==> src/pkg/cal_ctrl_pkg.sv <==
// Package with register map, field layout, reset values and timing for the
// converter calibration controller.
// Assumes a 32-bit APB with word-aligned registers.
package cal_ctrl_pkg;

    localparam int NUM_CORES = 6;
    localparam int NUM_INPUTS = 4;
    localparam int SAMPLE_W = 12;
    localparam int CORE_IDX_W = 3;

    // Printed offsets are not multiples of four: they are word indices.
    localparam logic [7:0] IDX_SWAP_SOURCE_DELAY = 8'h9a;
    localparam logic [7:0] IDX_SWAP_MUX_DELAY = 8'h9b;
    localparam logic [7:0] IDX_CAL_CONTROL = 8'h90;
    localparam logic [7:0] IDX_CAL_STATUS = 8'h91;
    localparam logic [7:0] IDX_TRIM_BASE = 8'ha0;
    localparam logic [7:0] IDX_TRIM_LAST = 8'hb1;

    // Calibration control fields.
    localparam int CTL_SOFT_TRIG = 0;
    localparam int CTL_SRC_SEL = 1;
    localparam int CTL_BG_EN = 2;
    localparam logic [2:0] CTL_RESET = 3'h0;

    // Calibration status fields.
    localparam int STS_FG_DONE = 0;
    localparam int STS_BUSY = 1;
    localparam int STS_SPARE_LO = 4;
    localparam int STS_SPARE_HI = 6;
    localparam int STS_TARGET_LO = 8;
    localparam int STS_TARGET_HI = 10;

    localparam logic [7:0] SWAP_DELAY_RESET = 8'h00;
    localparam logic [SAMPLE_W-1:0] MID_CODE = 12'h000;

    // Trim kinds, one word per (core, kind).
    localparam int TRIM_KINDS = 3;
    localparam int TRIM_W = 8;

    // Time a single core calibration takes.
    localparam int CAL_TIME_NS = 1000;
    localparam int CLK_PERIOD_NS = 5;
    localparam int CAL_CYCLES = (CAL_TIME_NS + CLK_PERIOD_NS - 1)
        / CLK_PERIOD_NS;

    typedef enum logic [1:0] {
        ST_FG_CAL = 2'b00,
        ST_RUN = 2'b01,
        ST_BG_CAL = 2'b10,
        ST_BG_SWAP = 2'b11
    } cal_state_e;

endpackage

==> src/core/adc_core_calibration_control.sv <==
// Calibration sequencer for a six-core converter with APB registers.
// Assumes APB master on sys_clk and core samples valid on sampleStrobe.
// What this block does
// - Foreground calibration takes every core offline and outputs mid-code.
// - Background mode keeps data flowing while a spare covers a core.
// - There are six cores, two of them spares.
// - Foreground map: inputs 1..4 use cores 0, 1, 4 and 5.
// - Spare 2 covers core 0 or 1; spare 3 covers core 4 or 5.
// - Each calibration tunes linearity, gain and offset against a reference.
// - Foreground calibration runs after every power-up by itself.
// - A trigger from the pin or the soft field, chosen by a selector.
// - Only one core is under calibration at a time in background.
// - A calibrated core replaces the next active one, endlessly.
// - Trims reset to factory values and may be read and overwritten.
// - Trims exist for offset, gain and termination.
// - Trims are held per core, one word per core and kind.
`timescale 1ns/1ps
module adc_core_calibration_control
    import cal_ctrl_pkg::*;
#(
    parameter int CAL_LEN = CAL_CYCLES
) (
    input wire logic sys_clk,
    input wire logic reset_n,
    input wire logic psel,
    input wire logic penable,
    input wire logic pwrite,
    input wire logic [31:0] paddr,
    input wire logic [31:0] pwdata,
    input wire logic [3:0] pstrb,
    output logic [31:0] prdata,
    output logic pready,
    output logic pslverr,
    input wire logic cal_trigger_pin,
    input wire logic sampleStrobe,
    input wire logic [NUM_CORES*SAMPLE_W-1:0] coreSamples,
    input wire logic [18*TRIM_W-1:0] factoryTrim,
    output logic [NUM_INPUTS*SAMPLE_W-1:0] channelOut,
    output logic [NUM_CORES-1:0] coreCalibrate,
    output logic [18*TRIM_W-1:0] trimOut,
    output logic [7:0] swapSourceDelayOut,
    output logic [7:0] swapMuxDelayOut
);
    // ------------------------------------------------------------
    // Reset synchroniser
    // ------------------------------------------------------------
    logic rstMeta_n;
    logic rstSync_n;

    always_ff @(posedge sys_clk or negedge reset_n) begin
        if (!reset_n) begin
            rstMeta_n <= 1'b0;
            rstSync_n <= 1'b0;
        end else begin
            rstMeta_n <= 1'b1;
            rstSync_n <= rstMeta_n;
        end
    end

    // ------------------------------------------------------------
    // Register bus
    // ------------------------------------------------------------
    logic [2:0] ctl;
    logic [7:0] swapSrcDly;
    logic [7:0] swapMuxDly;
    logic [2:0] next_ctl;
    logic [7:0] next_swapSrcDly;
    logic [7:0] next_swapMuxDly;
    logic [31:0] next_prdata;
    logic next_pready;
    logic next_pslverr;
    logic [7:0] idx;
    logic access;
    logic trimHit;
    logic [TRIM_W-1:0] trimRd;
    logic fgDone;
    cal_state_e state;
    logic [CORE_IDX_W-1:0] spare0;
    logic [CORE_IDX_W-1:0] spare1;
    logic [CORE_IDX_W-1:0] target;
    logic [CORE_IDX_W-1:0] target1;

    assign idx = paddr[9:2];
    assign access = psel && penable && !pready;
    assign trimHit = idx >= IDX_TRIM_BASE && idx <= IDX_TRIM_LAST;

    always_comb begin
        next_ctl = ctl;
        next_swapSrcDly = swapSrcDly;
        next_swapMuxDly = swapMuxDly;
        next_prdata = prdata;
        next_pready = 1'b0;
        next_pslverr = 1'b0;
        if (access) begin
            next_pready = 1'b1;
            next_prdata = 32'h0;
            if (idx == IDX_CAL_CONTROL) begin
                next_prdata[2:0] = ctl;
                if (pwrite && pstrb[0]) begin
                    next_ctl = pwdata[2:0];
                end
            end else if (idx == IDX_CAL_STATUS) begin
                next_prdata[STS_FG_DONE] = fgDone;
                next_prdata[STS_BUSY] = state != ST_RUN;
                next_prdata[STS_SPARE_HI:STS_SPARE_LO] = spare0;
                next_prdata[STS_TARGET_HI:STS_TARGET_LO] = target;
                next_pslverr = pwrite;
            end else if (idx == IDX_SWAP_SOURCE_DELAY) begin
                next_prdata[7:0] = swapSrcDly;
                if (pwrite && pstrb[0]) begin
                    next_swapSrcDly = pwdata[7:0];
                end
            end else if (idx == IDX_SWAP_MUX_DELAY) begin
                next_prdata[7:0] = swapMuxDly;
                if (pwrite && pstrb[0]) begin
                    next_swapMuxDly = pwdata[7:0];
                end
            end else if (trimHit) begin
                next_prdata[TRIM_W-1:0] = trimRd;
            end else begin
                next_pslverr = 1'b1;
            end
        end
    end

    always_ff @(posedge sys_clk or negedge rstSync_n) begin
        if (!rstSync_n) begin
            ctl <= CTL_RESET;
            swapSrcDly <= SWAP_DELAY_RESET;
            swapMuxDly <= SWAP_DELAY_RESET;
            prdata <= 32'h0;
            pready <= 1'b0;
            pslverr <= 1'b0;
        end else begin
            ctl <= next_ctl;
            swapSrcDly <= next_swapSrcDly;
            swapMuxDly <= next_swapMuxDly;
            prdata <= next_prdata;
            pready <= next_pready;
            pslverr <= next_pslverr;
        end
    end

    // Offset, gain and termination trims per core.
    trim_bank #(.ENTRIES(18)) uTrim (
        .sys_clk(sys_clk),
        .rstSync_n(rstSync_n),
        .factoryTrim(factoryTrim),
        .wrEn(access && pwrite && trimHit && pstrb[0]),
        .wrIdx(5'(idx - IDX_TRIM_BASE)),
        .wrData(pwdata[TRIM_W-1:0]),
        .rdIdx(5'(idx - IDX_TRIM_BASE)),
        .rdData(trimRd),
        .trimOut(trimOut)
    );

    // ------------------------------------------------------------
    // Calibration sequencer
    // ------------------------------------------------------------
    logic trigSel;
    logic trigPrev;
    logic trigRise;
    logic bgMode;
    logic calStart;
    logic calDone;
    logic pend;
    cal_state_e next_state;
    logic next_fgDone;
    logic next_trigPrev;
    logic next_pend;
    logic [CORE_IDX_W-1:0] next_spare0;
    logic [CORE_IDX_W-1:0] next_spare1;
    logic [CORE_IDX_W-1:0] next_target;
    logic [CORE_IDX_W-1:0] next_target1;
    logic bank;
    logic next_bank;

    assign trigSel = ctl[CTL_SRC_SEL] ? cal_trigger_pin
                                      : ctl[CTL_SOFT_TRIG];
    assign trigRise = trigSel && !trigPrev;
    assign bgMode = ctl[CTL_BG_EN] && !ctl[CTL_SRC_SEL]
                    && ctl[CTL_SOFT_TRIG];

    cal_timer #(.CYCLES(CAL_LEN)) uTimer (
        .sys_clk(sys_clk),
        .rstSync_n(rstSync_n),
        .start(calStart),
        .done(calDone)
    );

    always_comb begin
        next_state = state;
        next_fgDone = fgDone;
        next_trigPrev = trigSel;
        next_pend = pend;
        next_spare0 = spare0;
        next_spare1 = spare1;
        next_target = target;
        next_target1 = target1;
        next_bank = bank;
        calStart = 1'b0;
        unique case (state)
            ST_FG_CAL: begin
                if (calDone) begin
                    next_state = ST_RUN;
                    next_fgDone = 1'b1;
                end
            end
            ST_RUN: begin
                if (trigRise && !bgMode) begin
                    next_state = ST_FG_CAL;
                    next_fgDone = 1'b0;
                    calStart = 1'b1;
                end else if (bgMode) begin
                    next_state = ST_BG_CAL;
                    calStart = 1'b1;
                end
            end
            ST_BG_CAL: begin
                if (calDone) begin
                    next_state = ST_BG_SWAP;
                end
            end
            ST_BG_SWAP: begin
                if (sampleStrobe) begin
                    // The freed core turns spare; the other active is next.
                    if (!bank) begin
                        next_spare0 = target;
                        next_target = 3'h3 - target - spare0;
                    end else begin
                        next_spare1 = target1;
                        next_target1 = 3'(4'hc - {1'b0, target1}
                            - {1'b0, spare1});
                    end
                    next_bank = !bank;
                    next_state = bgMode ? ST_BG_CAL : ST_RUN;
                    calStart = bgMode;
                end
            end
        endcase
        if (!pend) begin
            next_pend = 1'b1;
            calStart = 1'b1;
        end
    end

    always_ff @(posedge sys_clk or negedge rstSync_n) begin
        if (!rstSync_n) begin
            state <= ST_FG_CAL;
            fgDone <= 1'b0;
            trigPrev <= 1'b1;
            pend <= 1'b0;
            spare0 <= 3'h2;
            spare1 <= 3'h3;
            target <= 3'h0;
            target1 <= 3'h4;
            bank <= 1'b0;
        end else begin
            state <= next_state;
            fgDone <= next_fgDone;
            trigPrev <= next_trigPrev;
            pend <= next_pend;
            spare0 <= next_spare0;
            spare1 <= next_spare1;
            target <= next_target;
            target1 <= next_target1;
            bank <= next_bank;
        end
    end

    // ------------------------------------------------------------
    // Output mux and core calibrate enables
    // ------------------------------------------------------------
    logic [CORE_IDX_W-1:0] src [NUM_INPUTS];
    logic [NUM_INPUTS*SAMPLE_W-1:0] next_channelOut;
    logic [NUM_CORES-1:0] next_coreCalibrate;

    // Default owner per input; core 2 or core 3 stands in while the input's home core is the bank's spare.
    function automatic logic [CORE_IDX_W-1:0] owner(
        input int ch,
        input logic [CORE_IDX_W-1:0] s0,
        input logic [CORE_IDX_W-1:0] s1
    );
        logic [CORE_IDX_W-1:0] home;
        home = (ch < 2) ? 3'(ch) : 3'(ch + 2);
        owner = home;
        if (home == 3'h0 && s0 == 3'h0) owner = 3'h2;
        if (home == 3'h1 && s0 == 3'h1) owner = 3'h2;
        if (home == 3'h4 && s1 == 3'h4) owner = 3'h3;
        if (home == 3'h5 && s1 == 3'h5) owner = 3'h3;
    endfunction

    genvar c;
    generate
        for (c = 0; c < NUM_INPUTS; c++) begin : gCh
            assign src[c] = owner(c, spare0, spare1);
        end
    endgenerate

    always_comb begin
        next_channelOut = channelOut;
        next_coreCalibrate = '0;
        if (state == ST_FG_CAL) begin
            next_coreCalibrate = '1;
            next_channelOut = {NUM_INPUTS{MID_CODE}};
        end else if (sampleStrobe) begin
            for (int i = 0; i < NUM_INPUTS; i++) begin
                next_channelOut[i*SAMPLE_W +: SAMPLE_W] =
                    coreSamples[src[i]*SAMPLE_W +: SAMPLE_W];
            end
        end
        if (state == ST_BG_CAL) begin
            // One spare only; the other active cores keep data.
            next_coreCalibrate[bank ? spare1 : spare0] = 1'b1;
        end
    end

    always_ff @(posedge sys_clk or negedge rstSync_n) begin
        if (!rstSync_n) begin
            channelOut <= '0;
            coreCalibrate <= '0;
            swapSourceDelayOut <= SWAP_DELAY_RESET;
            swapMuxDelayOut <= SWAP_DELAY_RESET;
        end else begin
            channelOut <= next_channelOut;
            coreCalibrate <= next_coreCalibrate;
            swapSourceDelayOut <= swapSrcDly;
            swapMuxDelayOut <= swapMuxDly;
        end
    end

    // ------------------------------------------------------------
    // Checks
    // ------------------------------------------------------------
    AST_FG_MIDCODE: assert property (@(posedge sys_clk) disable iff
        (!rstSync_n) state == ST_FG_CAL |=> channelOut == '0)
        else $error("Output not mid-code during calibration.");
    AST_ONE_CORE: assert property (@(posedge sys_clk) disable iff
        (!rstSync_n) state != ST_FG_CAL |=> $countones(coreCalibrate) <= 1)
        else $error("More than one core calibrating.");
    AST_NO_FG_BG: assert property (@(posedge sys_clk) disable iff
        (!rstSync_n) state == ST_RUN && bgMode |=> state == ST_BG_CAL)
        else $error("Background mode did not start calibration.");
    AST_SWAP_EDGE: assert property (@(posedge sys_clk) disable iff
        (!rstSync_n) !sampleStrobe && state != ST_BG_CAL
        |=> $stable(spare0) && $stable(spare1))
        else $error("Core swap off a sample boundary.");
    AST_SPARE_POOL: assert property (@(posedge sys_clk) disable iff
        (!rstSync_n) spare0 <= 3'h2 && spare1 >= 3'h3 && spare1 <= 3'h5
        && target != spare0 && target1 != spare1)
        else $error("Spare core left its bank.");
    AST_PREADY: assert property (@(posedge sys_clk) disable iff
        (!rstSync_n) psel && penable && !pready |=> pready)
        else $error("APB answer late.");
endmodule

==> src/core/cal_timer.sv <==
// Cycle counter that times one calibration step.
// Assumes an active-low reset from the parent, asserted asynchronously and released synchronously.
`timescale 1ns/1ps
module cal_timer #(
    parameter int CYCLES = 200
) (
    input wire logic sys_clk,
    input wire logic rstSync_n,
    input wire logic start,
    output logic done
);
    logic [31:0] count;
    logic [31:0] next_count;
    logic next_done;

    always_comb begin
        next_count = count;
        next_done = 1'b0;
        if (start) begin
            next_count = 32'(CYCLES);
        end else if (count == 32'h1) begin
            next_count = 32'h0;
            next_done = 1'b1;
        end else if (count != 32'h0) begin
            next_count = count - 32'h1;
        end
    end

    always_ff @(posedge sys_clk or negedge rstSync_n) begin
        if (!rstSync_n) begin
            count <= 32'h0;
            done <= 1'b0;
        end else begin
            count <= next_count;
            done <= next_done;
        end
    end
endmodule

==> src/core/trim_bank.sv <==
// Trim storage with factory values loaded at reset, one word per entry.
// Assumes factory values are constant inputs from fuses.
`timescale 1ns/1ps
module trim_bank
    import cal_ctrl_pkg::*;
#(
    parameter int ENTRIES = 18
) (
    input wire logic sys_clk,
    input wire logic rstSync_n,
    input wire logic [ENTRIES*TRIM_W-1:0] factoryTrim,
    input wire logic wrEn,
    input wire logic [4:0] wrIdx,
    input wire logic [TRIM_W-1:0] wrData,
    input wire logic [4:0] rdIdx,
    output logic [TRIM_W-1:0] rdData,
    output logic [ENTRIES*TRIM_W-1:0] trimOut
);
    logic [TRIM_W-1:0] mem [ENTRIES];
    logic loaded;

    always_ff @(posedge sys_clk or negedge rstSync_n) begin
        if (!rstSync_n) begin
            loaded <= 1'b0;
        end else begin
            loaded <= 1'b1;
        end
    end

    // Factory values are copied on the first clock after reset release.
    genvar g;
    generate
        for (g = 0; g < ENTRIES; g++) begin : gEntry
            always_ff @(posedge sys_clk) begin
                if (!loaded) begin
                    mem[g] <= factoryTrim[g*TRIM_W +: TRIM_W];
                end else if (wrEn && wrIdx == 5'(g)) begin
                    mem[g] <= wrData;
                end
            end
            assign trimOut[g*TRIM_W +: TRIM_W] = mem[g];
        end
    endgenerate

    always_comb begin
        rdData = '0;
        if (rdIdx < 5'(ENTRIES)) begin
            rdData = mem[rdIdx];
        end
    end
endmodule

==> config.mk <==
export PLATFORM = sky130hd
export DESIGN_NAME = adc_core_calibration_control
export DESIGN_NICKNAME = d
export VERILOG_FILES = /design/src/pkg/cal_ctrl_pkg.sv /design/src/core/adc_core_calibration_control.sv /design/src/core/cal_timer.sv /design/src/core/trim_bank.sv
export SDC_FILE = /design/constraint.sdc
export NUM_CORES = 1
export LEC_CHECK = 0
export ABC_AREA = 1
export BUFFER_PORTS_ARGS = -buffer_cell sky130_fd_sc_hd__buf_4
export CELL_PAD_IN_SITES_DETAIL_PLACEMENT = 0
export CELL_PAD_IN_SITES_GLOBAL_PLACEMENT = 1
export CORE_AREA = 2 2 207 209
export DETAILED_ROUTE_END_ITERATION = 8
export DIE_AREA = 0 0 209 211
export GPL_ROUTABILITY_DRIVEN = 0
export PLACE_DENSITY = 0.92
export SETUP_SLACK_MARGIN = 0.3
export SLEW_MARGIN = 20
export SYNTH_ARGS = -nofsm -noshare
export SYNTH_HDL_FRONTEND = slang
export SYNTH_SLANG_ARGS = --single-unit
==> constraint.sdc <==
create_clock -name sys_clk -period 14.8 [get_ports sys_clk]
set_input_delay 1.48 -clock sys_clk [delete_from_list [all_inputs] [get_ports sys_clk]]
set_output_delay 1.48 -clock sys_clk [all_outputs]
set_load 0.03 [all_outputs]
# Word-level counts from Yosys, hierarchy flattened

Memories as Yosys holds them, arrays and structs flattened.
Cells that the tools add are included.

Memories kept: 1
RAM bits: 144
Output and inout bits: 248
Bits of input ports: 291
Register bits after elaboration: 155

Bitwise gates (word level): 23
Order comparisons: 5
Equality and inequality tests: 34
Multiply operators: 4
Shift-type cells: 4
Muxes and demuxes: 123
Reduce and logical (&&, ||, !) cells: 50
$add $sub $neg: 6

Memory list:

| memory    | depth | width | rd ports | clocked after memory_dff | write ports | line            | source |
|---|---|---|---|---|---|---|---|
| uTrim.mem | 18    | 8     | 19       | 0                        | 18          | trim_bank.sv:19 | `logic [TRIM_W-1:0] mem [ENTRIES];` |

Operator list:

| cell                                                                 | number |
|---|---|
| 72-bit by 8-bit indexed part select with 12-bit output               | 4 |
| 8-bit 2-to-1 mux                                                     | 23 |
| 32-bit 2-to-1 mux                                                    | 3 |
| 48-bit 2-to-1 mux                                                    | 2 |
| 1-bit 2-to-1 mux                                                     | 73 |
| 5-bit by 4-bit == test with 1-bit output, second input constant      | 8 |
| 32-bit by 1-bit == test with 1-bit output, second input constant     | 1 |
| 8-bit == test, second input constant                                 | 4 |
| 32-bit nonzero test                                                  | 1 |
| 32-bit by 1-bit subtractor with 32-bit output, second input constant | 1 |
| 1-bit logical AND                                                    | 30 |
| 5-bit by 3-bit == test with 1-bit output, second input constant      | 4 |
| 3-bit by 2-bit multiplier with 5-bit output, second input constant   | 4 |
| 2-bit 2-to-1 mux                                                     | 10 |
| 3-bit 2-to-1 mux                                                     | 6 |
| 1-bit bitwise OR                                                     | 18 |
| 6-bit 2-to-1 mux                                                     | 2 |
| 3-bit AND reduction                                                  | 4 |
| 5-bit by 2-bit == test with 1-bit output, second input constant      | 2 |
| 5-bit == test, second input constant                                 | 2 |
| 8-bit >= comparator, second input constant                           | 1 |
| 8-bit less-or-equal comparator, second input constant                | 1 |
| 2-bit case mux with 4 select lines                                   | 1 |
| 3-bit == test, second input constant                                 | 2 |
| 28 further kinds                                                     | 42 |

# Longest topological paths before layout

Gate-level depths: netlist of the first run.

Depth after elaboration: 10
Mapped depth: 14

# Hierarchy

A second synthesis of the first run with hierarchy kept.

Cells, all modules: 1973
Area, all modules: 16293.1 um2

By module, submodules not included:

| module                       | cells an instance | instances | seq. area each (um2) | area each (um2) |
|---|---|---|---|---|
| trim_bank                    | 984               | 1         | 4349.2               | 8209.1 |
| adc_core_calibration_control | 647               | 1         | 3059.2               | 5714.2 |
| cal_timer                    | 342               | 1         | 825.8                | 2369.8 |

# Worst setup path after synthesis of the first run

Ideal clock, no wire load.

Path type: input-to-reg
Start point: input port paddr[3]
End point: memory uTrim.mem[6][0] (data pin)
Buffers on the path: 2
Setup slack: 11.511 ns
Arrival time: 3.036 ns
Required time: 14.548 ns
Stages: 14
Cell sequence: buf_2 > inv_4 > nand2_2 > nor2_4 > nand2_1 > o21ai_2 > nand2_4 > nor2_8 > buf_6 > nand4_2 > nor2_4 > inv_2 > nand2_1 > nand2_1

RTL lines:

| what        | line                               | source |
|---|---|---|
| from (decl) | adc_core_calibration_control.sv:28 | `input wire logic [31:0] paddr,` |
| to (decl)   | trim_bank.sv:19                    |  |

==> results of run 1 <==
registers in the layout (all words and copies together) (netlist names), 6 cells and up:
name / count
prdata: 11
swapSourceDelayOut: 8
swapSrcDly: 8
channelOut: 48
uTrim.mem: 144
swapMuxDly: 8
uTimer.count: 32
coreCalibrate: 6
swapMuxDelayOut: 8
worst register-to-register path, cell delays in order, from the launching register on:
cell and delay, ps:
dfrtp_1 370, nor2_1 110, buf_4 200, inv_2 130, nor2_1 210, inv_1 170, nor4_1 840, nand3_1 540
nand2_1 200, nand2_1 70
through the flow:
stage                     cell area (µm²)  cells  utilization, %  worst slack [ps]
after floorplan                     15340   1828               -             10170
after global placement              19160   2752           45.87             10060
after detailed placement            19160   2752           45.87             10080
after CTS                           20410   2818           48.87             10610
after global routing                20430   2819           48.93             10510
final                               20430   2819           48.93             10650
layer usage:
metal	vias to the layer above	GRT usage [%]	routed length [µm]
li1	6849	-	-
met2	806	44.61	28060
met1	6869	29.80	21310
met4	0	11.92	2639
met5	-	0	0
met3	123	5.947	5569
worst paths after layout:
kind | from | to | slack, ps | depth (start not counted)
worst max-delay path | paddr[4] | uTrim.mem[7][3] | 10650 | 11
worst min-delay path | rstSync_n | uTimer.count[8] | 210 | 0
worst max register to register | pready | uTrim.mem[7][3] | 11690 | 9
worst min register to register | rstSync_n | uTimer.count[8] | 210 | 0
max in group asynchronous | rstSync_n | uTimer.count[14] | 12980 | 2
min in group sys_clk | rstMeta_n | rstSync_n | 350 | 0
area by class of cell:
class                      instances  area [µm²]
fill                            3965       21330
clock inverter                    25       299.0
multi-input combinational       1323        6250
timing repair buffer             480        3623
inverter                         112       422.9
clock buffer                      41       950.9
tap                              539       674.4
sequential                       299        8213
cell usage in the layout, fill, tap and decap left out, types with 29 or more instances in the layout:
| cell | synthesis | final |
|---|---|---|
| buf_4 | 25 | 479 |
| nor2_1 | 199 | 197 |
| dfrtp_1 | 150 | 149 |
| clkbuf_16 | 0 | 37 |
| nand2_1 | 639 | 639 |
| inv_1 | 94 | 93 |
| nand3_1 | 90 | 90 |
| o31ai_1 | 47 | 47 |
| a22oi_1 | 32 | 32 |
| nand4_1 | 29 | 29 |
| a21oi_1 | 54 | 54 |
| edfxtp_1 | 144 | 144 |
| o21ai_0 | 86 | 86 |
cell families after synthesis:
family / count (synthesis) / share of synthesized area, %
xor+xnor: 23 / 1.320
other cells: 2 / 0.04922
simple gates: 1022 / 28.29
fa+ha+maj: 9 / 0.7381
flops: 299 / 53.81
buf+inv: 206 / 5.782
mux: 12 / 0.7955
compound gates: 234 / 9.218
power breakdown:
group / switching (mW) / total (mW) / internal, mW
combinational: 0.434 / 0.669 / 0.234
sequential: 0.0709 / 1.05 / 0.976
clock: 0.372 / 0.944 / 0.572
total: 0.877 / 2.66 / 1.78
==> key figures, run 1 <==
Outcome
  – Outcome: completed

Clock tree
  – Maximum root-to-sink buffer count: 3
  – Worst-Skew Late Latency: 560 ps
  – Max H-tree Level: 2
  – Clock sink count: 299
  – Total CTS buffers: 36
  – Clk slew on worst S/H paths: 70 ps
  – Hold_buf cts: 0
  – CTS tree: built
  – Post-CTS setup buffer count: 0
  – Cts repair resizes: 0
  – CTS Root Cell: clkbuf_16

Synthesis
  – Area leader, netlist: edfxtp_1
  – Synth Cell Area: 15260 µm²
  – Register area share after synthesis: 53.81%
  – #FFs+latches synth: 299
  – Post-synth cell types: 47
  – Avg Cell Area, Syn: 8.443 µm²
  – Synth top area cells: edfxtp_1 28%, dfrtp_1 25%, nand2_1 16%, nor2_1 4.9%, nand3_1 3.0%
  – Top cells by count, synth: 639 x nand2_1, 199 x nor2_1, 150 x dfrtp_1, 144 x edfxtp_1, 94 x inv_1
  – Synth Flop Type: dfrtp_1
  – Syn. warnings: 0
  – Async S/R FF share, synth: 51.84%
  – Share of the synthesized area in the top cell type: 28.34%
  – Most common cell in the netlist: nand2_1
  – Synth Instances: 1807
  – Post-synth EDFFs: 144

GRT
  – Vias in the first global route: 14330
  – Total track usage: 25.54%
  – Maximum number of pins on one net before global-route repair: 78
  – Initial antenna violation count: 0
  – First-pass GRT wire length: 85.16 mm
  – Total grt overflow: 0

Setup path
  – Kind of critical path: in -> reg
  – Critical path endpoint category: register
  – Crit-path max FO: 11
  – Worst Setup Start Kind: primary input
  – WP data arrival: 4450 ps
  – Critical Path, Cell by Cell: buf_4 > nor2_1 > inv_1 > nor2_4 > nand2_1 > o21ai_2 > nand2_4 > nor4_1 > nand3_1 > nand2_1 > nand2_1
  – CP most frequent cell: nand2_1
  – Worst path buffer plus inverter count: 2
  – Crit path max-delay family: simple AND/OR/NAND/NOR gates
  – Slowest-stage cell, CP: nor4_1
  – Worst EP required: 15100 ps
  – Max incr delay on CP: 760 ps

Floorplan
  – I/O pin count: 539
  – Total core area: 41760 µm²
  – DIE WIDTH: 209 µm
  – Die Height: 211 µm
  – Effective utilization at floorplan: 36.54%
  – Num rows: 75
  – Area of the die: 44100 µm²

Timing
  – Min cycle time layout: 4148 ps
  – Actual slew at the worst max-slew pin: 953.7 ps
  – Final hold slack: 212.1 ps
  – RSZ-0062 raised after global routing: no
  – Count of final setup violators: 0
  – Max_slew headroom: 35.83%
  – Clk_skew: 16.78 ps
  – Fin. max-slew vios: 0
  – Fin crit share: 28.03%
  – Fin. Hold Viols: 0
  – Fmax: 241.1 MHz
  – Setup TNS: 0 ps

Routing
  – Vias per cell: 5.196
  – Initial DRC Count: 1355
  – WL per Instance: 20.43 µm
  – Routed WL: 57.58 mm
  – ANT nets after route: 0
  – Drc violations: 0
  – Routed vias: 14650
  – Router iterations before antenna repair: 6

Placement
  – Port-buffer cells: 466
  – Hpwl dp: 43.96 mm

Run
  – Max-Cap Viols: 0

Power and ir drop
  – Total power draw: 2.660 mW
  – P per Cell Area: 130.2 nW/µm²
  – Leakage: 10.04 nW
  – Peak VDD IR: 0.07297 mV

Finish
  – Antenna diode count: 0
  – Area Overhead vs Synth: 33.93%
  – Layout cells sized above 1: 26.49%
  – Final net count: 2552

Worst hold path
  – Min-delay worst type: reg -> async
Note: power is estimated with default switching activity, not from simulation.
==> inputs of run 2 (changes only) <==
--- a/config.mk
+++ b/config.mk
@@ -9,11 +9,11 @@
 export BUFFER_PORTS_ARGS = -buffer_cell sky130_fd_sc_hd__buf_4
 export CELL_PAD_IN_SITES_DETAIL_PLACEMENT = 0
 export CELL_PAD_IN_SITES_GLOBAL_PLACEMENT = 1
-export CORE_AREA = 2 2 207 209
+export CORE_MARGIN = 2
+export CORE_UTILIZATION = 33
 export DETAILED_ROUTE_END_ITERATION = 8
-export DIE_AREA = 0 0 209 211
 export GPL_ROUTABILITY_DRIVEN = 0
-export PLACE_DENSITY = 0.92
+export PLACE_DENSITY = 0.88
 export SETUP_SLACK_MARGIN = 0.3
 export SLEW_MARGIN = 20
 export SYNTH_ARGS = -nofsm -noshare
==> constraint.sdc (replaced) <==
create_clock -name sys_clk -period 3.49 [get_ports sys_clk]
set_input_delay 0.349 -clock sys_clk [delete_from_list [all_inputs] [get_ports sys_clk]]
set_output_delay 0.349 -clock sys_clk [all_outputs]
set_load 0.03 [all_outputs]
==> run 2 against run 1 <==
  * First-iteration DRC count fell by 13%
  * Sequential power grew to 4.2 times the previous value
  * Hold slack lost 160 ps
  * Die area grew 8.8%
  * Critical endpoint is now uTrim.mem[11][6]
  * Largest cell class unchanged
==> key figures, run 2 (synthesized netlist as in run 1, its figures left out) <==
Setup path
  – Worst path buffer plus inverter count: 2 (unchanged)
  – Critical Path, Cell by Cell: nor2_1 > inv_2 > nor2_1 > inv_1 > nor2_8 > nand3_2 > nor2_1 > nand2_1 > nand2_1
  – CP most frequent cell: nor2_1
  – Reg2reg path depth: 9 (unchanged)
  – Slowest-stage cell, CP: nor2_1
  – Worst R2R End: uTrim.mem[11][6]
  – Worst Setup Start Kind: register
  – Crit-path max FO: 18 (+7)
  – WP data arrival: 2960 ps (-1490 ps)
  – Crit path max-delay family: simple AND/OR/NAND/NOR gates
  – Kind of critical path: reg -> reg
  – FF-to-FF setup slack: 950 ps (-10740 ps)
  – Reg-to-reg startpoint: pready
  – Max incr delay on CP: 440 ps (-320 ps)
  – Critical path endpoint category: register
  – Worst EP required: 3910 ps (-11190 ps)

Finish
  – Number of flip-flops in the largest register: 144 (unchanged)
  – Layout cells sized above 1: 26.59% (+0.10 points)
  – Antenna diode count: 0 (unchanged)
  – Top reg by flops: uTrim.mem
  – Commonest non-fill, non-tap cells in the layout: 639 x nand2_1, 487 x buf_4, 197 x nor2_1, 149 x dfrtp_1, 144 x edfxtp_1
  – Final net count: 2562 (+0.39%)
  – Top Registers: uTrim.mem (144), channelOut (48), uTimer.count (32)
  – Area Overhead vs Synth: 34.74%
  – Design area: 20560 µm² (+0.61%)
  – Most common cell after layout, fill and taps aside: nand2_1

GRT
  – Total track usage: 23.91% (-1.6 points)
  – Total grt overflow: 0 (unchanged)
  – Initial antenna violation count: 2 (+2)
  – First-pass GRT wire length: 85.79 mm (+0.75%)
  – Vias in the first global route: 14320 (-0.063%)
  – Maximum number of pins on one net before global-route repair: 77 (-1.3%)

Timing
  – Actual slew at the worst max-slew pin: 849.4 ps (-104.3 ps)
  – Max_slew headroom: 43.21% (+7.4 points)
  – Setup TNS: 0 ps (unchanged)
  – Clk_skew: 32.85 ps (+16.08 ps)
  – Fin crit share: 72.79%
  – Fmax: 393.6 MHz
  – RSZ-0062 raised after global routing: no
  – Count of final setup violators: 0 (unchanged)
  – Min cycle time layout: 2540 ps
  – Setup WS post-layout: 949.5 ps (-9702 ps)
  – Fin. max-slew vios: 0 (unchanged)
  – Fin. Hold Viols: 0 (unchanged)

Placement
  – Hpwl dp: 45.62 mm (+3.8%)
  – Placed Area: 19330 µm² (+0.92%)
  – Worst slack at placement: 533.8 ps (-9543 ps)
  – Port-buffer cells: 466 (unchanged)

Routing
  – WL per Instance: 20.43 µm (about the same)
  – Routed WL: 59.04 mm (+2.5%)
  – Initial DRC Count: 1182 (-13%)
  – Vias per cell: 5.070 (-2.4%)
  – Router iterations before antenna repair: 5 (-1)
  – ANT nets after route: 0 (unchanged)
  – Routed vias: 14650 (+0.041%)
  – Drc violations: 0 (unchanged)

Floorplan
  – Die Height: 219.0 µm (+3.8%)
  – I/O pin count: 539 (unchanged)
  – Area of the die: 47970 µm² (+8.8%)
  – Num rows: 78 (+4.0%)
  – Effective utilization at floorplan: 33.55% (-3.0 points)
  – DIE WIDTH: 219.0 µm (+4.8%)
  – Total core area: 45480 µm² (+8.9%)

Clock tree
  – CTS Root Cell: clkbuf_16
  – Worst-Skew Late Latency: 560 ps (about the same)
  – Post-CTS setup buffer count: 0 (unchanged)
  – CTS tree: built
  – Cts repair resizes: 0 (unchanged)
  – Clock sink count: 299 (unchanged)
  – Total CTS buffers: 36 (unchanged)
  – Max H-tree Level: 2 (unchanged)
  – Maximum root-to-sink buffer count: 3 (unchanged)
  – Clk slew on worst S/H paths: 60 ps (about the same)

Power and ir drop
  – Leakage: 10.07 nW (+0.25%)
  – P per Cell Area: 542.9 nW/µm² (+320%)
  – Peak VDD IR: 0.3967 mV (+440%)

Worst hold path
  – Hold Path Stages: 3
  – Hold EP: uTrim.mem[4][1]
  – Min-delay worst type: in -> reg
  – HP Start: factoryTrim[33]

Outcome
  – Outcome: completed

Run
  – Max-Cap Viols: 0 (unchanged)
==> run 2: cell types whose count changed in the layout (fill, tap and decap cells not counted), moves of 2 or more <==
| cell | before | now |
|---|---|---|
| buf_4 | 479 | 487 |
| clkbuf_1 | 3 | 9 |
| buf_12 | 0 | 2 |
| bufinv_16 | 6 | 4 |
| clkinv_1 | 10 | 8 |
| inv_6 | 4 | 2 |
==> run 2: power by group <==
group          total (mW)  switching, mW  internal [mW]
Clock                3.88           1.57           2.31
Sequential           4.45          0.307           4.14
Combinational        2.83           1.83           1.00
Total                11.2           3.71           7.45
==> run 2: worst max-delay path by stage <==
| stage | from | endpoint | slack, ps | cells past startpoint |
|---|---|---|---|---|
| final | pready | uTrim.mem[11][6] | 950 | 9 |
| after global routing | pready | uTrim.mem[10][4] | 710 | 9 |
| after CTS | pready | uTrim.mem[11][6] | 940 | 9 |
| after detailed placement | paddr[4] | uTrim.mem[11][6] | 530 | 12 |
| after global placement | paddr[4] | uTrim.mem[11][3] | 600 | 12 |
| after floorplan | rstSync_n | bank | 930 | 0 |
==> run 2: routing by layer <==
metal	vias to the layer above	global-route usage [%]	share of wire (%)
li1	6875	-	-
met3	128	6.819	11
met4	4	9.685	4.2
met2	778	40.77	48
met1	6868	28.31	37
met5	-	0	0.042
==> run 2: stage by stage <==
| stage | utilization (%) | cells | power, mW | hold WS (ps) |
|---|---|---|---|---|
| floorplan | - | 1828 | 6.134 | 53.41 |
| global placement | 42.51 | 2823 | 7.306 | 132.6 |
| detailed placement | 42.51 | 2823 | 7.353 | 134.0 |
| CTS | 45.20 | 2890 | 11.28 | 23.92 |
| global route | 45.20 | 2890 | 11.68 | 40.47 |
| finish | 45.20 | 2890 | 11.16 | 54.56 |
==> run 2: worst reg2reg max path, stage by stage, from the launching register on <==
cell and delay [ps]:
dfrtp_1 380, nor2_1 170, inv_2 130, nor2_1 220
inv_1 170, nor2_8 380, nand3_2 310, nor2_1 450
nand2_1 110, nand2_1 100
==> run 2: repair_timing <==
item / in CTS / in global routing
hold buffers: 1 / 0
endpoints found under the hold margin: 2 / 0
setup endpoints to repair: 0 / 0
==> run 2: layout make-up <==
class / instances / area, µm²
Clock buffer: 48 / 987.2
Timing Repair Buffer: 490 / 3706
Multi-Input combinational cell: 1323 / 6250
Sequential cell: 299 / 8213
Inverter: 112 / 422.9
Fill cell: 4454 / 24920
Clock inverter: 18 / 227.7
Tap cell: 600 / 750.7
==> inputs of run 3 (changes only) <==
==> constraint.sdc (replaced) <==
create_clock -name sys_clk -period 2.3 [get_ports sys_clk]
set_input_delay 0.23 -clock sys_clk [delete_from_list [all_inputs] [get_ports sys_clk]]
set_output_delay 0.23 -clock sys_clk [all_outputs]
set_load 0.03 [all_outputs]
==> run 3 against run 2 <==
  * Register-to-register slack got worse by 670 ps
  * Clock power is 43% higher
  * Critical path depth unchanged
  * The run now ends with hold timing left
  * Sequential cell count stayed put
  * Sequential share of layout area decreased by 4.3 points
  * Maximum frequency grew 26%
  * First-iteration DRC count grew 26%
  * Non-clock buffer count grew 224
==> key figures, run 3 (synthesized netlist as in run 1, its figures left out) <==
Routing
  – Drc violations: 0 (unchanged)
  – ANT nets after route: 0 (unchanged)
  – Router iterations before antenna repair: 5 (unchanged)
  – Vias per cell: 5.054 (-0.31%)
  – Routed vias: 15720 (+7.3%)
  – Routed WL: 61.09 mm (+3.5%)
  – Initial DRC Count: 1489 (+26%)
  – WL per Instance: 19.64 µm (-3.8%)

Setup path
  – Critical path endpoint category: register
  – Worst Setup Start Kind: register
  – Worst EP required: 2730 ps (-1180 ps)
  – Reg-to-reg startpoint: uTrim.mem[15][5]
  – Slowest-stage cell, CP: o21ai_0
  – Crit-path max FO: 2 (-16)
  – Reg2reg path depth: 9 (unchanged)
  – WP data arrival: 2450 ps (-510 ps)
  – Critical Path, Cell by Cell: a22oi_1 > nand2_1 > nand2_1 > nand2_1 > o21ai_0 > buf_4 > nand2_1 > nand2_1 > nand2_1
  – Worst R2R End: prdata[5]
  – FF-to-FF setup slack: 280 ps (-670 ps)
  – CP most frequent cell: nand2_1
  – Max incr delay on CP: 560 ps (+120 ps)
  – Kind of critical path: reg -> reg

Clock tree
  – Clk slew on worst S/H paths: 60 ps (about the same)
  – CTS Root Cell: clkbuf_16
  – CTS tree: built
  – Max H-tree Level: 2 (unchanged)
  – Clock sink count: 299 (unchanged)
  – Maximum root-to-sink buffer count: 3 (unchanged)
  – Worst-Skew Late Latency: 550 ps (about the same)
  – Total CTS buffers: 35 (-2.8%)

Worst hold path
  – Hold EP: uTrim.mem[17][4]
  – HP Start: factoryTrim[140]
  – Min-delay worst type: in -> reg
  – Hold Path Stages: 3 (unchanged)

Floorplan
  – Die Height: 219.0 µm (unchanged)
  – Area of the die: 47970 µm² (unchanged)
  – DIE WIDTH: 219.0 µm (unchanged)
  – I/O pin count: 539 (unchanged)
  – Total core area: 45480 µm² (unchanged)
  – Num rows: 78 (unchanged)
  – Effective utilization at floorplan: 33.55% (unchanged)

Finish
  – Antenna diode count: 0 (unchanged)
  – Final net count: 2785 (+8.7%)
  – Commonest non-fill, non-tap cells in the layout: 592 x nand2_1, 532 x buf_4, 179 x nor2_1, 163 x dlygate4sd3_1, 148 x dfrtp_1
  – Top Registers: uTrim.mem (144), channelOut (48), uTimer.count (32)
  – Most common cell after layout, fill and taps aside: nand2_1
  – Top reg by flops: uTrim.mem
  – Number of flip-flops in the largest register: 144 (unchanged)
  – Layout cells sized above 1: 29.88% (+3.3 points)
  – Area Overhead vs Synth: 51.18%
  – Post-layout util: 50.72% (+5.5 points)
  – Final Non-Filler Cells: 3110 (+7.6%)

Power and ir drop
  – P per Cell Area: 735.3 nW/µm² (+35%)
  – Leakage: 11.08 nW (+10%)
  – Peak VDD IR: 0.7262 mV (+83%)
  – Total power draw: 16.96 mW (+52%)

GRT
  – Initial antenna violation count: 0 (-2)
  – First-pass GRT wire length: 87.81 mm (+2.3%)
  – Total grt overflow: 0 (unchanged)
  – Maximum number of pins on one net before global-route repair: 60 (-22%)
  – Vias in the first global route: 15070 (+5.2%)
  – Total track usage: 24.24% (+0.33 points)

Outcome
  – Failing checks: hold timing
  – Outcome: complete, but fails checks

Placement
  – Port-buffer cells: 466 (unchanged)
  – Placed cells: 2870 (+1.7%)
  – Hpwl dp: 46.00 mm (+0.83%)

Run
  – Max-Cap Viols: 0 (unchanged)

Timing
  – Final hold slack: -13.34 ps (-67.90 ps)
  – Count of final setup violators: 0 (unchanged)
  – Fmax: 494.7 MHz (+26%)
  – Fin crit share: 87.89% (+15 points)
  – RSZ-0062 raised after global routing: yes
  – Min cycle time layout: 2021 ps (-519.0 ps)
  – Clk_skew: 18.63 ps (-14.23 ps)
  – Fin. Hold Viols: 1 (+1)
  – Actual slew at the worst max-slew pin: 646.9 ps (-202.5 ps)
  – Max_slew headroom: 56.81% (+14 points)
  – Fin. max-slew vios: 0 (unchanged)
-- run 3: cell types whose count changed in the layout (fill, tap and decap cells not counted), moves of 9 or more --
cell           previous run  this run
nand2_1                 639       592
nor2_2                    6        17
buf_12                    2        11
dlygate4sd3_1             1       163
nand2_2                   1        45
nor2_1                  197       179
buf_4                   487       532
-- run 3: what timing repair did --
item	4_1_cts	5_1_grt
setup buffers	2	12
endpoints found under the hold margin	158	0
setup endpoints to repair	209	231
pin swaps	2	30
hold buffers	163	0
cloned	0	1
resized for setup	19	96
-- run 3: per-layer routing --
layer	up-vias	part of all wire (%)	GRT usage [%]
li1	7323	-	-
met1	7314	36	28.19
met2	927	49	42.06
met3	155	10	5.613
met4	0	4.6	11.69
met5	-	0	0
-- run 3: worst max-delay path by stage --
| stage | end | cells past startpoint | startpoint |
|---|---|---|---|
| 2_1_floorplan | uTrim.mem[6][0] | 12 | paddr[4] |
| 3_3_place_gp | prdata[6] | 13 | paddr[2] |
| 3_5_place_dp | prdata[6] | 13 | paddr[2] |
| 4_1_cts | uTrim.mem[7][5] | 10 | pready |
| 5_1_grt | uTrim.mem[17][3] | 11 | pready |
| 6_report | prdata[5] | 9 | uTrim.mem[15][5] |
-- run 3: layout make-up --
type | instances | area (µm²)
fillers | 4142 | 22410
flip-flops and latches | 299 | 8214
multi-input cells | 1323 | 6581
repair buffers | 714 | 5943
clock buffers | 50 | 1025
well taps | 600 | 750.7
inverters | 112 | 444.2
clock inverters | 12 | 107.6
-- run 3: stage by stage --
stage	worst slack [ps]	cell area [µm²]	TNS [ps]
global route	177.7	23070	0
CTS	303.7	22600	0
finish	278.5	23070	0
detailed placement	-0.3597	19760	-0.3597
floorplan	305.7	15380	0
global placement	20.79	19760	0
-- run 3: power by group --
group | total, mW | internal [mW] | switching [mW] | leakage [nW]
sequential | 6.74 | 6.28 | 0.461 | 3.42
combinational | 4.68 | 1.77 | 2.91 | 7.10
clock | 5.53 | 3.24 | 2.29 | 0.559
total | 17.0 | 11.3 | 5.66 | 11.1
-- run 3: worst max-delay path, delay by kind of cell, from the launching register on --
family | cells | cell delay [ps]
flops | 1 | 390
simple gates | 6 | 520
buf+inv | 1 | 210
compound gates | 2 | 800
